<file path="config.mk">
export PLATFORM = sky130hd
export DESIGN_NAME = iorb_io_space
export DESIGN_NICKNAME = d
export VERILOG_FILES = /design/src/inc/iorb_pkg.sv /design/src/inc/iorb_mem_if.sv /design/src/hdl/iorb_io_space.sv /design/src/hdl/iorb_scratch_mem.sv
export VERILOG_INCLUDE_DIRS = /design/src /design/src/inc
export SDC_FILE = /design/constraint.sdc
export NUM_CORES = 1
export LEC_CHECK = 0
export ABC_AREA = 1
export BUFFER_PORTS_ARGS = -buffer_cell sky130_fd_sc_hd__clkbuf_2
export CORE_MARGIN = 8
export CORE_UTILIZATION = 40
export CTS_BUF_LIST = sky130_fd_sc_hd__clkbuf_2 sky130_fd_sc_hd__clkbuf_4 sky130_fd_sc_hd__clkbuf_8
export CTS_CLUSTER_DIAMETER = 120
export DETAILED_ROUTE_END_ITERATION = 8
export PLACE_DENSITY = 0.7
export SYNTH_ARGS = -nofsm -noshare
export SYNTH_HDL_FRONTEND = slang
export SYNTH_SLANG_ARGS = --single-unit
</file>
<file path="constraint.sdc">
create_clock -name clock -period 2.05 [get_ports clock]
set_input_delay 0.1025 -clock clock [delete_from_list [all_inputs] [get_ports clock]]
set_output_delay 0.1025 -clock clock [all_outputs]
set_load 0.005 [all_outputs]
</file>
<file path="src/inc/iorb_cfg.svh">
// Address map, reset values and sizes of the I/O register space block
`ifndef IORB_CFG_SVH
`define IORB_CFG_SVH

// ****************************************************************
// Address windows
// ****************************************************************
`define IORB_BIT_TOP    8'h1F
`define IORB_PORT_TOP   8'h3F
`define IORB_IO_OFS     8'h20
`define IORB_EXT_BASE   8'h60
`define IORB_EXT_TOP    8'hFF
`define IORB_PORT_SLOTS 64

// ****************************************************************
// Own registers, I/O addresses
// ****************************************************************
`define IORB_FLAG_IO    8'h1B
`define IORB_SCR0_IO    8'h1C
`define IORB_SCR1_IO    8'h1D
`define IORB_SCR2_IO    8'h1E
`define IORB_SCR_MAPPED 3
`define IORB_SCR_DEPTH  4

// ****************************************************************
// Reset values
// ****************************************************************
`define IORB_SCR_RST    8'h00
`define IORB_FLAG_RST   8'h00

`endif

</file>
<file path="src/inc/iorb_pkg.sv">
// Types shared by the I/O register space block
`default_nettype none

package iorb_pkg;

  // ****************************************************************
  // Core access kinds
  // ****************************************************************
  typedef enum logic [2:0] {
    IORB_OP_PORT_IN,
    IORB_OP_PORT_OUT,
    IORB_OP_BIT_SET,
    IORB_OP_BIT_CLR,
    IORB_OP_SKIP_SET,
    IORB_OP_SKIP_CLR,
    IORB_OP_LOAD,
    IORB_OP_STORE
  } iorb_op_t;

  // ****************************************************************
  // Access targets
  // ****************************************************************
  typedef enum logic [1:0] {
    IORB_TGT_SCR,
    IORB_TGT_FLAG,
    IORB_TGT_PERIPH
  } iorb_tgt_t;

endpackage : iorb_pkg

`default_nettype wire

</file>
<file path="src/inc/iorb_mem_if.sv">
// Link between the access logic and the scratch register store
`timescale 1ns/1ns
`default_nettype none

interface iorb_mem_if #(parameter int unsigned DEPTH = 4);
  logic                     ce;
  logic                     rd_en;
  logic [$clog2(DEPTH)-1:0] rd_idx;
  logic [7:0]               rd_data;
  logic                     wr_en;
  logic [$clog2(DEPTH)-1:0] wr_idx;
  logic [7:0]               wr_data;

  modport ctl (output ce, rd_en, rd_idx, wr_en, wr_idx, wr_data, input rd_data);
  modport mem (input ce, rd_en, rd_idx, wr_en, wr_idx, wr_data, output rd_data);
endinterface : iorb_mem_if

`default_nettype wire

</file>
<file path="src/hdl/iorb_io_space.sv">
// I/O register space decode, own flag register and scratch registers
`timescale 1ns/1ns
`default_nettype none

`include "iorb_cfg.svh"

module iorb_io_space
  import iorb_pkg::*;
#(
  parameter int unsigned SCR_DEPTH = `IORB_SCR_DEPTH
)
(
  input  wire logic       clock,
  input  wire logic       srst,
  input  wire logic       ce,
  input  wire logic       req_valid,
  input  wire iorb_op_t   req_op,
  input  wire logic [7:0] req_addr,
  input  wire logic [2:0] req_bit,
  input  wire logic [7:0] req_wdata,
  input  wire logic [7:0] hw_flag_set,
  input  wire logic [7:0] per_rdata,
  output logic            rsp_valid,
  output logic            rsp_err,
  output logic            rsp_skip,
  output logic      [7:0] rsp_rdata,
  output logic            per_sel,
  output logic            per_rd,
  output logic            per_wr,
  output logic      [7:0] per_addr,
  output logic      [7:0] per_wdata,
  output logic      [7:0] per_wmask,
  output logic      [7:0] flags
);

  localparam int unsigned IW = $clog2(SCR_DEPTH);

  // ****************************************************************
  // Elaboration checks
  // ****************************************************************
  initial begin
    if (SCR_DEPTH != `IORB_SCR_DEPTH) $error("iorb_io_space: scratch depth must be four");
    if (`IORB_SCR2_IO > `IORB_BIT_TOP || `IORB_FLAG_IO > `IORB_BIT_TOP) begin
      $error("iorb_io_space: own registers must be bit addressable");
    end
    if (`IORB_PORT_SLOTS != 64) $error("iorb_io_space: port window must be 64");
  end

  iorb_mem_if #(.DEPTH(SCR_DEPTH)) mem ();

  iorb_scratch_mem #(.DEPTH(SCR_DEPTH)) u_mem (
    .clock (clock),
    .srst  (srst),
    .bus   (mem.mem)
  );

  // ****************************************************************
  // Request decode
  // ****************************************************************
  logic            taken;
  logic            dec_err;
  logic            dec_rd;
  logic            dec_wr;
  logic      [7:0] dec_daddr;
  logic      [7:0] dec_mask;
  logic      [7:0] dec_wval;
  iorb_tgt_t       dec_tgt;
  logic   [IW-1:0] dec_idx;

  assign taken = req_valid && ce;

  always_comb begin
    dec_err   = 1'b0;
    dec_daddr = req_addr;
    dec_mask  = 8'hFF;
    dec_wval  = req_wdata;
    dec_rd    = 1'b1;
    dec_wr    = 1'b0;
    case (req_op)
      IORB_OP_PORT_IN, IORB_OP_PORT_OUT: begin
        dec_err   = req_addr > `IORB_PORT_TOP;
        dec_daddr = 8'(req_addr + `IORB_IO_OFS);
        dec_rd    = req_op == IORB_OP_PORT_IN;
        dec_wr    = req_op == IORB_OP_PORT_OUT;
      end
      IORB_OP_BIT_SET, IORB_OP_BIT_CLR: begin
        dec_err   = req_addr > `IORB_BIT_TOP;
        dec_daddr = 8'(req_addr + `IORB_IO_OFS);
        dec_mask  = 8'h01 << req_bit;
        dec_wval  = (req_op == IORB_OP_BIT_SET) ? 8'hFF : 8'h00;
        dec_wr    = 1'b1;
      end
      IORB_OP_SKIP_SET, IORB_OP_SKIP_CLR: begin
        dec_err   = req_addr > `IORB_BIT_TOP;
        dec_daddr = 8'(req_addr + `IORB_IO_OFS);
      end
      IORB_OP_LOAD, IORB_OP_STORE: begin
        dec_err = req_addr < `IORB_IO_OFS;
        dec_rd  = req_op == IORB_OP_LOAD;
        dec_wr  = req_op == IORB_OP_STORE;
      end
      default: begin
        dec_err = 1'b1;
      end
    endcase
  end

  always_comb begin
    dec_tgt = IORB_TGT_PERIPH;
    dec_idx = '0;
    case (dec_daddr)
      `IORB_SCR0_IO + `IORB_IO_OFS: begin
        dec_tgt = IORB_TGT_SCR;
        dec_idx = IW'(0);
      end
      `IORB_SCR1_IO + `IORB_IO_OFS: begin
        dec_tgt = IORB_TGT_SCR;
        dec_idx = IW'(1);
      end
      `IORB_SCR2_IO + `IORB_IO_OFS: begin
        dec_tgt = IORB_TGT_SCR;
        dec_idx = IW'(2);
      end
      `IORB_FLAG_IO + `IORB_IO_OFS: begin
        dec_tgt = IORB_TGT_FLAG;
      end
      default: begin
        dec_tgt = IORB_TGT_PERIPH;
      end
    endcase
  end

  // ****************************************************************
  // Scratch read at request, read-modify-write one cycle later
  // ****************************************************************
  logic            acc_valid;
  logic            acc_err;
  logic            acc_rd;
  logic            acc_wr;
  iorb_op_t        acc_op;
  iorb_tgt_t       acc_tgt;
  logic   [IW-1:0] acc_idx;
  logic      [2:0] acc_bit;
  logic      [7:0] acc_mask;
  logic      [7:0] acc_wval;
  logic      [7:0] cur;
  logic      [7:0] flag_clr;

  always_comb begin
    case (acc_tgt)
      IORB_TGT_SCR:  cur = mem.rd_data;
      IORB_TGT_FLAG: cur = flags;
      default:       cur = per_rdata;
    endcase
  end

  assign mem.ce      = ce;
  assign mem.rd_en   = taken && !dec_err && dec_tgt == IORB_TGT_SCR;
  assign mem.rd_idx  = dec_idx;
  assign mem.wr_en   = ce && acc_valid && !acc_err && acc_wr && acc_tgt == IORB_TGT_SCR;
  assign mem.wr_idx  = acc_idx;
  assign mem.wr_data = (cur & ~acc_mask) | (acc_wval & acc_mask);
  assign flag_clr    = (acc_valid && !acc_err && acc_wr && acc_tgt == IORB_TGT_FLAG) ? acc_wval & acc_mask : 8'h00;

  // ****************************************************************
  // Next state of pipeline, flags and peripheral strobes
  // ****************************************************************
  logic            next_acc_valid;
  logic            next_acc_err;
  logic            next_per_sel;
  logic            next_rsp_skip;
  logic      [7:0] next_flags;
  logic      [7:0] next_rsp_rdata;

  always_comb begin
    next_acc_valid = taken;
    next_acc_err   = taken && dec_err;
    next_per_sel   = taken && !dec_err && dec_tgt == IORB_TGT_PERIPH;
    next_flags     = (flags & ~flag_clr) | hw_flag_set;
    next_rsp_rdata = (acc_valid && !acc_err && acc_rd) ? cur : 8'h00;
    next_rsp_skip  = 1'b0;
    if (acc_valid && !acc_err && (acc_op == IORB_OP_SKIP_SET || acc_op == IORB_OP_SKIP_CLR)) begin
      next_rsp_skip = cur[acc_bit] == (acc_op == IORB_OP_SKIP_SET);
    end
  end

  always_ff @(posedge clock) begin
    if (srst) begin
      acc_valid <= 1'b0;
      acc_err   <= 1'b0;
      acc_rd    <= 1'b0;
      acc_wr    <= 1'b0;
      acc_op    <= IORB_OP_LOAD;
      acc_tgt   <= IORB_TGT_PERIPH;
      acc_idx   <= '0;
      acc_bit   <= 3'h0;
      acc_mask  <= 8'h00;
      acc_wval  <= 8'h00;
      per_sel   <= 1'b0;
      per_rd    <= 1'b0;
      per_wr    <= 1'b0;
      per_addr  <= 8'h00;
      per_wdata <= 8'h00;
      per_wmask <= 8'h00;
      flags     <= `IORB_FLAG_RST;
      rsp_valid <= 1'b0;
      rsp_err   <= 1'b0;
      rsp_skip  <= 1'b0;
      rsp_rdata <= 8'h00;
    end else if (ce) begin
      acc_valid <= next_acc_valid;
      acc_err   <= next_acc_err;
      acc_rd    <= dec_rd;
      acc_wr    <= dec_wr;
      acc_op    <= req_op;
      acc_tgt   <= dec_tgt;
      acc_idx   <= dec_idx;
      acc_bit   <= req_bit;
      acc_mask  <= dec_mask;
      acc_wval  <= dec_wval;
      per_sel   <= next_per_sel;
      per_rd    <= next_per_sel && dec_rd;
      per_wr    <= next_per_sel && dec_wr;
      per_addr  <= dec_daddr;
      per_wdata <= dec_wval;
      per_wmask <= dec_mask;
      flags     <= next_flags;
      rsp_valid <= acc_valid;
      rsp_err   <= acc_err;
      rsp_skip  <= next_rsp_skip;
      rsp_rdata <= next_rsp_rdata;
    end
  end
endmodule : iorb_io_space

`default_nettype wire

</file>
<file path="src/hdl/iorb_scratch_mem.sv">
// Scratch register store with registered read data
`timescale 1ns/1ns
`default_nettype none

`include "iorb_cfg.svh"

module iorb_scratch_mem
  import iorb_pkg::*;
#(
  parameter int unsigned DEPTH = `IORB_SCR_DEPTH
)
(
  input  wire logic clock,
  input  wire logic srst,
  iorb_mem_if.mem   bus
);

  initial begin
    if (DEPTH < `IORB_SCR_MAPPED || DEPTH > 16) $error("iorb_scratch_mem: DEPTH out of range");
  end

  localparam int unsigned IW = $clog2(DEPTH);

  logic [7:0] entry      [DEPTH];
  logic [7:0] next_entry [DEPTH];
  logic [7:0] next_rd_data;

  // ****************************************************************
  // Per entry write and clear
  // ****************************************************************
  for (genvar i = 0; i < DEPTH; i++) begin : g_entry
    always_comb begin
      next_entry[i] = entry[i];
      if (bus.wr_en && bus.wr_idx == IW'(i)) begin
        next_entry[i] = bus.wr_data;
      end
    end

    always_ff @(posedge clock) begin
      if (srst) begin
        entry[i] <= `IORB_SCR_RST;
      end else if (bus.ce) begin
        entry[i] <= next_entry[i];
      end
    end
  end

  // ****************************************************************
  // Read port, write data forwarded on a same-edge hit
  // ****************************************************************
  always_comb begin
    next_rd_data = bus.rd_data;
    if (bus.rd_en) begin
      if (bus.wr_en && bus.wr_idx == bus.rd_idx) begin
        next_rd_data = bus.wr_data;
      end else begin
        next_rd_data = entry[bus.rd_idx];
      end
    end
  end

  always_ff @(posedge clock) begin
    if (srst) begin
      bus.rd_data <= `IORB_SCR_RST;
    end else if (bus.ce) begin
      bus.rd_data <= next_rd_data;
    end
  end

endmodule : iorb_scratch_mem

`default_nettype wire

</file>
==> Word-level counts from Yosys, hierarchy flattened <==
Memories as Yosys holds them, arrays and structs flattened.
Cells that the tools add are included.
Widths: inputs -> output; s select.
{ "op_classes": {"n_addsub": 1, "n_lt_le_gt_ge": 4, "eq_ne": 24, "shift": 1, "muxes": 29, "n_bitwise": 11, "n_reduce_logical": 39} }
{ "ops": {"columns": ["cell", "n"], "rows": [
  ["$mux 8", 15],
  ["$eq 8x6->1 const B", 4],
  ["$and 8x8->8", 3],
  ["$logic_and 1x1->1", 21],
  ["$eq 3x3->1 const B", 6],
  ["$not 8->8", 2],
  ["$or 8x8->8", 2],
  ["$pmux 8 s2", 1],
  ["$reduce_and 2->1", 5],
  ["$add 8x6->8 const B", 1],
  ["$gt 8x5->1 const B", 1],
  ["$gt 8x6->1 const B", 1],
  ["$lt 8x6->1 const B", 1],
  ["$pmux 2 s2", 2],
  ["$shl 1x3->8 const A", 1],
  ["$mux 1", 7],
  ["$eq 2x2->1 const B", 3],
  ["$eq 3x2->1 const B", 2],
  ["$logic_not 2->1", 3],
  ["$pmux 1 s3", 2],
  ["$reduce_or 2->1", 3],
  ["$reduce_or 6->1", 1],
  ["$eq 2x1->1 const B", 2],
  ["$lt 3x4->1 const B", 1],
  ["12 further kinds", 19]
]} }
{ "totals": {"ff_bits": 68, "ramBits": 32, "input_bits": 42, "mem_count": 1} }
{ "memory_table": {"columns": ["memory", "words", "width", "rd", "rd_ports_with_merged_regs", "write_ports", "line", "source"], "rows": [
  ["u_mem.entry", 4, 8, 1, 0, 4, "iorb_scratch_mem.sv:24", "logic [7:0] entry [DEPTH];"]
]} }

==> Depth between registers and ports, before layout <==
Gate-level depths: netlist of the first run.
{ "depth": {"depth_word": 9, "mapped_depth": 15, "ltp_nobuf": 15} }

==> By module <==
From an unflattened synthesis of the first run, not the netlist that was laid out.
{ "unflattened": {"hier_cells": 663, "hier_area_um2": 5059.9} }
{ "by_module_without_submodules": {"columns": ["module", "n_inst", "cells_per_inst", "area_per_inst_um2", "seq_area_each_um2"], "rows": [
  ["iorb_io_space", 1, 406, 2921.6, 1201.2],
  ["iorb_scratch_mem", 1, 257, 2138.3, 1121.1]
]} }

==> Least setup slack after synthesis of the first run <==
No wires, ideal clock.
{ "synth_timing": {"kind": "reg-to-reg", "start": "reg acc_valid", "end": "mem u_mem.entry[0][0] (enable)", "arrival_time_ns": 1.496, "t_required_ns": 1.721, "slack_ns": 0.226, "path_stages_with_launch": 8, "path_buffers": 1, "synth_period_minus_slack_ns": 1.824, "path_cell_list": "dfxtp_1 > inv_1 > nor2_1 > nand3_4 > nor3_4 > buf_6 > nand4_2 > nand2_1"} }
{ "synth_rtl": {"columns": ["item", "line", "source"], "rows": [
  ["from (decl)", "iorb_io_space.sv:136", "logic acc_valid;"],
  ["from (signal assigned)", "iorb_io_space.sv:211", "acc_valid <= next_acc_valid;"],
  ["to (decl)", "iorb_scratch_mem.sv:24", null]
]} }

==> results.cfg, run 1 <==
[run_status]
status = finished clean

[synthesis]
ys_warn_count = 0
netlist_instances = 612
yosys-top-cells-area = dfxtp_1 29%, edfxtp_1 15%, nand2_1 10%
postSynthNetCount = 660
yosys.area_share.xor_xnor_pct = 0.9559
synthArstFlopShare_pct = 0
muxShareOfSynthArea_pct = 0
synth_area_um2 = 4712
synth.top_cell.area_share_pct = 28.89
synth_area_leader_cell = dfxtp_1
ys_ff_latch = 92
synthSimpleGateAreaFrac_pct = 29.24
ys_types = 40
yosys.area_share.adder_pct = 1.593
synth_compound_area_share_pct = 14.71
synth_top_family_by_area = simple AND/OR/NAND/NOR gates
synth_edf_count = 24
ys_seq_area_share_pct = 44.18
synth_ff_type = dfxtp_1
avgSynthCellArea_um2 = 7.699

[timing]
rsz0062_at_grt = false
fmax_ghz = 0.5347
fin_crit_ps = 1870
finalSetupViolCount = 0
worst_slew_pin_slew_ps = 463.3
hold_viol = 0
drv_slew = 0
setup-tns-final_ps = 0
layout_setup_ws_ps = 179.7
fin_crit_sh_pct = 91.23
skew_ps = 10.45
timing.slew.headroom_pct = 69.00

[floorplanning]
die_height_um = 124.5
ios = 88
die_w_um = 124.5
die_area_um2 = 15510
rows = 39
start_util_pct = 41.09
coreArea_um2 = 11470

[power]
p_comb_share_pct = 13.3
vdd_drop_max_v = 0.0004224
power.leakage_uw = 0.002624
pwr-share-clk_pct = 38.8
p_sw_uw = 1124
p_per_area_nw_per_um2 = 736.2
p_sw_share_pct = 26.69
seq_power_share_pct = 47.8
internal_power_uw = 3089

[worst_setup_path]
cp_max_fo = 8
worstPathRequired_ps = 2290
critPathArrivalTime_ps = 2110
critical_path_class = reg2reg
worst_setup_path_start_kind = register
endpoint_kind = register

[placement]
pre_cts_ws_ps = 158.2
place.gp.congestion = 0.9256
io_buffers = 87
place.detailed.hpwl_mm = 10.50

[job]
maxCapViolCount = 0

[route]
vias_per_cell = 5.267
drtPass1Iterations = 5
drtAntennaViolNets = 0
drtIter0Drc = 396
num_vias = 4545
wirelength_mm = 13.72
wl_per_cell_um = 15.90
route.detailed.drc = 0

[finish]
regArea_um2 = 2082
fillers = 1149
diodes = 0
layout-drive-gt1-share_pct = 20.83
multi_input_area_um2 = 2191
fin_nets = 763
final_util_pct = 49.91
syn2layout_area_growth_pct = 21.46

[grt]
grt_pass1_wl_mm = 22.29
overflow = 0
antenna_found_initial = 0
grt_pass1_vias = 4438
grt_usage_pct = 17.45
grt_max_degree = 38

[clocking]
cts.reportedPaths.clkPinSlew_ps = 90
cts_tree = yes
cts_buffers = 9
h-tree-depth = 3
clock_latency_ps = 380
clock_path_buffers = 2
cts-resized-gates = 0
root_buffer = clkbuf_8
cts.sinks = 92

[min_path]
min_path_type = in2reg
[final timing paths]
| kind | endpoint | slack, ps | start | depth (start not counted) |
|---|---|---|---|---|
| max | u_mem.entry[2][6] | 180 | acc_tgt[1] | 6 |
| min reg2reg | acc_valid | 470 | acc_valid | 2 |
| min | per_addr[2] | 10 | req_addr[2] | 3 |
| max reg2reg | u_mem.entry[2][6] | 180 | acc_tgt[1] | 6 |
[critical path, cell delays in order, from the launching register on]
cell and delay (ps):
dfxtp_1 510, nor2_1 190, nand2_1 140, nand3_1 140
o21ai_0 390, inv_1 200, nor2_1 150
[cell families after synthesis]
group | after synthesis
buf+inv | 109
fa+ha+maj | 6
simple gates | 275
xor+xnor | 3
compound gates | 127
flops | 92
[flip-flops by register name (all words and copies together) (netlist names), 2 cells and up]
signal / flops
acc_mask: 8
acc_op: 3
u_mem.bus.rd_data: 8
acc_wval: 8
acc_idx: 2
flags: 8
acc_tgt: 2
rsp_rdata: 8
acc_bit: 3
u_mem.entry: 24
per_addr: 8
[area by class of cell]
| cell class | count | share of cell area [%] |
|---|---|---|
| well taps | 143 | 3.126 |
| repair buffers | 113 | 11.54 |
| multi-input cells | 411 | 38.28 |
| inverters | 88 | 5.947 |
| clock buffers | 9 | 2.164 |
| clock inverters | 7 | 2.558 |
| flip-flops and latches | 92 | 36.38 |
[timing repair]
action                                 in CTS  in global routing
hold buffers                               12                  0
setup buffers                               0                  0
endpoints found under the hold margin      14                  0
[cell usage in the layout, fill, tap and decap left out, types with 2 or more instances in the layout]
cell type / Yosys / routed
a21o_1: 2 / 2
a21oi_1: 61 / 61
buf_4: 0 / 14
bufinv_16: 0 / 4
clkbuf_2: 0 / 87
clkbuf_8: 0 / 9
clkinv_4: 1 / 3
dfxtp_1: 68 / 68
dlygate4sd3_1: 0 / 12
edfxtp_1: 24 / 24
ha_1: 6 / 6
inv_1: 80 / 80
inv_2: 5 / 5
inv_6: 1 / 2
nand2_1: 131 / 131
nand2_2: 4 / 4
nand2_4: 3 / 3
nand2_8: 3 / 3
nand3_1: 41 / 41
nand3_2: 2 / 2
nand3_4: 3 / 3
nand4_1: 25 / 25
nand4_2: 3 / 3
nor2_1: 45 / 45
nor2_2: 2 / 2
nor3_1: 5 / 5
nor3_4: 2 / 2
o211ai_1: 11 / 11
o21ai_0: 43 / 43
o31ai_1: 9 / 9
[cell usage after synthesis (2+ instances only)]
cell / count
nand4_1: 25
nand2_1: 131
ha_1: 6
nand3_1: 41
nand4_2: 3
inv_2: 5
a21oi_1: 61
o211ai_1: 11
nand2_8: 3
a21o_1: 2
buf_6: 2
nand2_2: 4
buf_1: 2
edfxtp_1: 24
nand3_4: 3
o21ai_0: 43
inv_1: 80
nand2_4: 3
nor2_2: 2
dfxtp_1: 68
o31ai_1: 9
nand3_2: 2
nor3_1: 5
nor2_1: 45
clkbuf_1: 16
nor3_4: 2
[layer usage]
layer | up-vias | part of all wire [%] | track usage [%]
met5 | - | 0 | 0
met4 | 0 | 1.9 | 7.087
met3 | 19 | 7.2 | 3.702
met2 | 188 | 47 | 28.09
met1 | 2095 | 44 | 22.20
li1 | 2243 | - | -
[power groups by stage]
stage / sequential (µW) / clock (µW) / combinational, µW
finish: 2010 / 1640 / 562
global route: 2030 / 1730 / 624
CTS: 2010 / 1650 / 562
detailed placement: 2050 / 0 / 542
global placement: 2050 / 0 / 532
floorplan: 2030 / 0 / 322
[stage by stage]
step / hold slack, ps / power [µW] / std cells / instance area (µm²)
2_1_floorplan: 215.2 / 2357 / 612 / 4712
3_3_place_gp: 305.5 / 2582 / 835 / 5333
3_5_place_dp: 310.7 / 2597 / 835 / 5333
4_1_cts: 3.081 / 4227 / 863 / 5723
5_1_grt: 10.77 / 4378 / 863 / 5723
6_report: 9.777 / 4213 / 863 / 5723
Note: power is estimated with default switching activity, not from simulation.
==> inputs of run 2 (changes only) <==
- CORE_MARGIN: 8 -> 1
- clock period: 2.05 -> 1.9 ns (I/O delays scaled with it)
==> results.cfg, run 2 (synthesis results as in run 1) <==
[timing]
finalSetupViolCount = 0
hold_viol = 0
worst_slew_pin_slew_ps = 414.3
skew_ps = 9.855
drv_slew = 0
rsz0062_at_grt = false
layout_setup_ws_ps = 130.0
setup-tns-final_ps = 0
fmax_ghz = 0.5650
fin_crit_sh_pct = 93.16
timing.slew.headroom_pct = 72.28
fin_crit_ps = 1770

[finish]
final_util_pct = 50.79
fin_area_um2 = 5824
layout-drive-gt1-share_pct = 21.86
fin_nets = 775
syn2layout_area_growth_pct = 23.61
top_register = u_mem.entry
mostFrequentLayoutCells = 130 x nand2_1, 87 x clkbuf_2, 80 x inv_1
layout_commonest_cell = nand2_1
largest_register_ffs = 24
diodes = 0

[min_path]
hold-path-cell-count = 3
hp-start = req_wdata[1]
hold_path_end = acc_wval[1]
min_path_type = in2reg

[placement]
place.detailed.hpwl_mm = 9.898
place.gp.congestion = 0.9010
pre_cts_ws_ps = 60.80
placed_area_um2 = 5393
io_buffers = 87

[worst_setup_path]
cp_max_fo = 8
rrSetupSlack_ps = 130
critical_path_class = reg2reg
endpoint_kind = register
worst_setup_path_start_kind = register
rr_startpoint = acc_tgt[0]
critPathArrivalTime_ps = 1910
r2r-end = u_mem.entry[0][2]
r2r_cells = 7
worstPathRequired_ps = 2040

[route]
drtAntennaViolNets = 0
wl_met3_um = 854
vias_per_cell = 5.201
route.detailed.drc = 0
num_vias = 4551
routed.top_layer = met4
drtIter0Drc = 434
wl_per_cell_um = 14.89
wl_met1_mm = 5.903
wirelength_mm = 13.03
drtPass1Iterations = 6
met2_length_mm = 6.051

[clocking]
cts.reportedPaths.clkPinSlew_ps = 90
clock_path_buffers = 2
cts_buffers = 9
cts_tree = yes
clock_latency_ps = 380
h-tree-depth = 3
root_buffer = clkbuf_8
postCtsSetupBuffers = 0
cts.sinks = 92

[run_status]
status = finished clean

[power]
vdd_drop_max_v = 0.0005496
power_uw = 4551
p_per_area_nw_per_um2 = 781.3
power.leakage_uw = 0.002681

[grt]
grt_usage_pct = 21.78
overflow = 0
grt_pass1_vias = 4200
grt_pass1_wl_mm = 21.11
antenna_found_initial = 0
grt_max_degree = 41

[floorplanning]
die_w_um = 110.5
coreArea_um2 = 11470
die_area_um2 = 12220
rows = 39
ios = 88
die_height_um = 110.5
start_util_pct = 41.09

[job]
maxCapViolCount = 0
==> run 2: cell types whose count changed in the layout (fill, tap and decap cells not counted), sizes merged <==
cell	change
buf	+8
dlygate4sd3	+4
clkinv	-2
clkbuf	+1
inv	+1
==> run 2: how the worst max path moves through the flow <==
stage / slack, ps / endpoint / startpoint / cells past startpoint
detailed placement: 60 / u_mem.bus.rd_data[4] / req_addr[5] / 14
finish: 130 / u_mem.entry[0][2] / acc_tgt[0] / 7
floorplan: 80 / u_mem.entry[0][0] / acc_valid / 7
CTS: 100 / u_mem.entry[0][5] / acc_valid / 6
global placement: 130 / u_mem.bus.rd_data[5] / req_addr[5] / 14
global route: 2 / u_mem.entry[1][5] / acc_tgt[0] / 7
==> run 2: metrics by stage <==
stage                     cells  hold slack (ps)
after global routing        875            27.67
final                       875            15.86
after global placement      843            297.6
after floorplan             612            207.7
after detailed placement    843            299.2
after CTS                   875            2.065
==> run 2: critical path: stages (launching register included) <==
cell     delay [ps]
dfxtp_1         460
inv_2            50
nor2_2          270
nand2_1         150
nand3_1         150
o21ai_0         170
inv_1           210
nor2_1           80
==> run 2: cell type report <==
class	count	area (µm²)
inverter	88	340.3
tap	143	178.9
timing repair buffer	125	760.7
fill	1123	5643
multi-input combinational	411	2196
clock inverter	6	135.1
clock buffer	10	131.4
sequential	92	2082
==> run 2: timing repair <==
item                       4_1_cts  5_1_grt
resized for setup                0        2
hold buffers                    16        0
setup endpoints to repair        0       15
hold endpoints to repair        18        0
==> run 2: where the power goes <==
group	internal (µW)	switching (µW)
clock network	1030	722
logic	238	395
registers	2100	70.1
==> run 2: per-layer routing <==
| layer | vias up | track usage [%] |
|---|---|---|
| met5 | - | 0 |
| met4 | 0 | 7.200 |
| met3 | 18 | 4.061 |
| met2 | 185 | 35.03 |
| met1 | 2081 | 29.43 |
| li1 | 2267 | - |
==> inputs of run 3 (changes only) <==
- REMOVE_ABC_BUFFERS: default -> 1
==> results.cfg, run 3 (synthesis results as in run 1) <==
[min_path]
hold-path-cell-count = 3
hold_path_end = acc_tgt[1]
hp-start = srst
min_path_type = in2reg

[route]
num_vias = 4676
drtPass1Iterations = 6
vias_per_cell = 5.320
drtAntennaViolNets = 0
wirelength_mm = 13.48
drtIter0Drc = 372
wl_per_cell_um = 15.33
route.detailed.drc = 0

[worst_setup_path]
cp.buffers_inverters = 1
endpoint_kind = register
worstPathRequired_ps = 2210
critical_path_class = reg2reg
slowest_stage = dfxtp_1
cp_max_fo = 8
slowest_delay_ps = 460
rrSetupSlack_ps = 160
crit_top_cell = nand2_1
crit_chain = inv_2, nor2_4, nand2_1, nand3_1, nand2_1, nand2_1, nand2_1, nand3_1, nand3_1, nand2_1, nand2_1, a21oi_1
worst_setup_path_start_kind = register
critPathArrivalTime_ps = 2050
r2r-end = rsp_skip
crit_family = simple AND/OR/NAND/NOR gates
rr_startpoint = acc_tgt[0]
r2r_cells = 12

[run_status]
violations = negative hold slack
status = finished with violations

[clocking]
root_buffer = clkbuf_8
cts.reportedPaths.clkPinSlew_ps = 90
clock_latency_ps = 380
clock_path_buffers = 2
h-tree-depth = 3
cts_buffers = 9
cts_tree = yes
cts.sinks = 92

[timing]
timing.slew.headroom_pct = 57.60
drv_slew = 0
hold_viol = 1
worst_slew_pin_slew_ps = 635.3
fin_crit_ps = 1740
fmax_ghz = 0.5748
rsz0062_at_grt = false
timing.hold.ws_ps = -0.1255
setup-tns-final_ps = 0
finalSetupViolCount = 0
skew_ps = 18.47
fin_crit_sh_pct = 91.56

[grt]
overflow = 0
antenna_found_initial = 0
grt_max_degree = 40
grt_pass1_wl_mm = 22.29
grt_pass1_vias = 4521
grt_usage_pct = 22.67

[power]
power.leakage_uw = 0.002685
p_per_area_nw_per_um2 = 750.1
power_uw = 4362
vdd_drop_max_v = 0.0007162

[finish]
fillers = 1111
layout_commonest_cell = nand2_1
mostFrequentLayoutCells = 128 x nand2_1, 87 x clkbuf_2, 80 x inv_1
fin_nets = 779
diodes = 0
layout-drive-gt1-share_pct = 23.10
top_register = u_mem.entry
final_util_pct = 50.71
syn2layout_area_growth_pct = 23.42
largest_register_ffs = 24

[floorplanning]
die_area_um2 = 12220
start_util_pct = 41.09
die_w_um = 110.5
rows = 39
ios = 88
coreArea_um2 = 11470
die_height_um = 110.5

[placement]
place.gp.congestion = 0.8697
io_buffers = 87
place.detailed.hpwl_mm = 10.02

[job]
maxCapViolCount = 0
==> run 3: metal layers <==
metal	up-vias	share of wire (%)	global-route usage, %
li1	2275	-	-
met1	2182	43	29.71
met2	190	48	37.06
met3	29	7.1	4.336
met4	0	2.0	8.356
met5	-	0	0
==> run 3: what timing repair did <==
item / in CTS / in global routing
gates resized for setup: 0 / 5
hold endpoints to repair: 12 / 0
buffers inserted: 0 / 0
hold buffers: 12 / 0
endpoints found under the setup margin: 0 / 25
==> run 3: per-stage QoR <==
step	setup WS, ps	cells	cell area (µm²)
2_1_floorplan	-26.38	591	4613
3_3_place_gp	96.79	851	5453
3_5_place_dp	42.03	851	5453
4_1_cts	89.78	879	5802
5_1_grt	3.047	879	5816
6_report	160.3	879	5816
==> run 3: layout make-up <==
type	instances	area, µm²	area share, %
Inverter	88	340.3	5.852
Tap cell	143	178.9	3.077
Clock buffer	11	145.1	2.496
Timing Repair Buffer	129	780.7	13.43
Sequential cell	92	2083	35.82
Clock inverter	5	83.83	1.441
Multi-Input combinational cell	411	2203	37.89
==> run 3: report_power, final <==
part,internal [µW],total [µW],switching [µW],leakage [µW]
clock network,801,1550,749,0.000118
registers,2100,2170,74.9,0.000806
logic,243,639,396,0.00176
==> run 3: how the worst max path moves through the flow <==
stage	startpoint	slack, ps	depth (start not counted)	to
5_1_grt	acc_valid	3	10	u_mem.bus.rd_data[3]
2_1_floorplan	acc_valid	-30	6	u_mem.entry[0][0]
3_3_place_gp	req_addr[5]	100	12	per_sel
6_report	acc_tgt[0]	160	12	rsp_skip
3_5_place_dp	req_addr[5]	40	14	u_mem.bus.rd_data[6]
4_1_cts	acc_valid	90	6	u_mem.entry[1][5]
==> run 3: worst reg2reg max path, cell delays in order (launching register included) <==
cell and delay (ps):
dfxtp_1 460, inv_2 80, nor2_4 200, nand2_1 100, nand3_1 140, nand2_1 90, nand2_1 80, nand2_1 70
nand3_1 90, nand3_1 70, nand2_1 120, nand2_1 60, a21oi_1 120
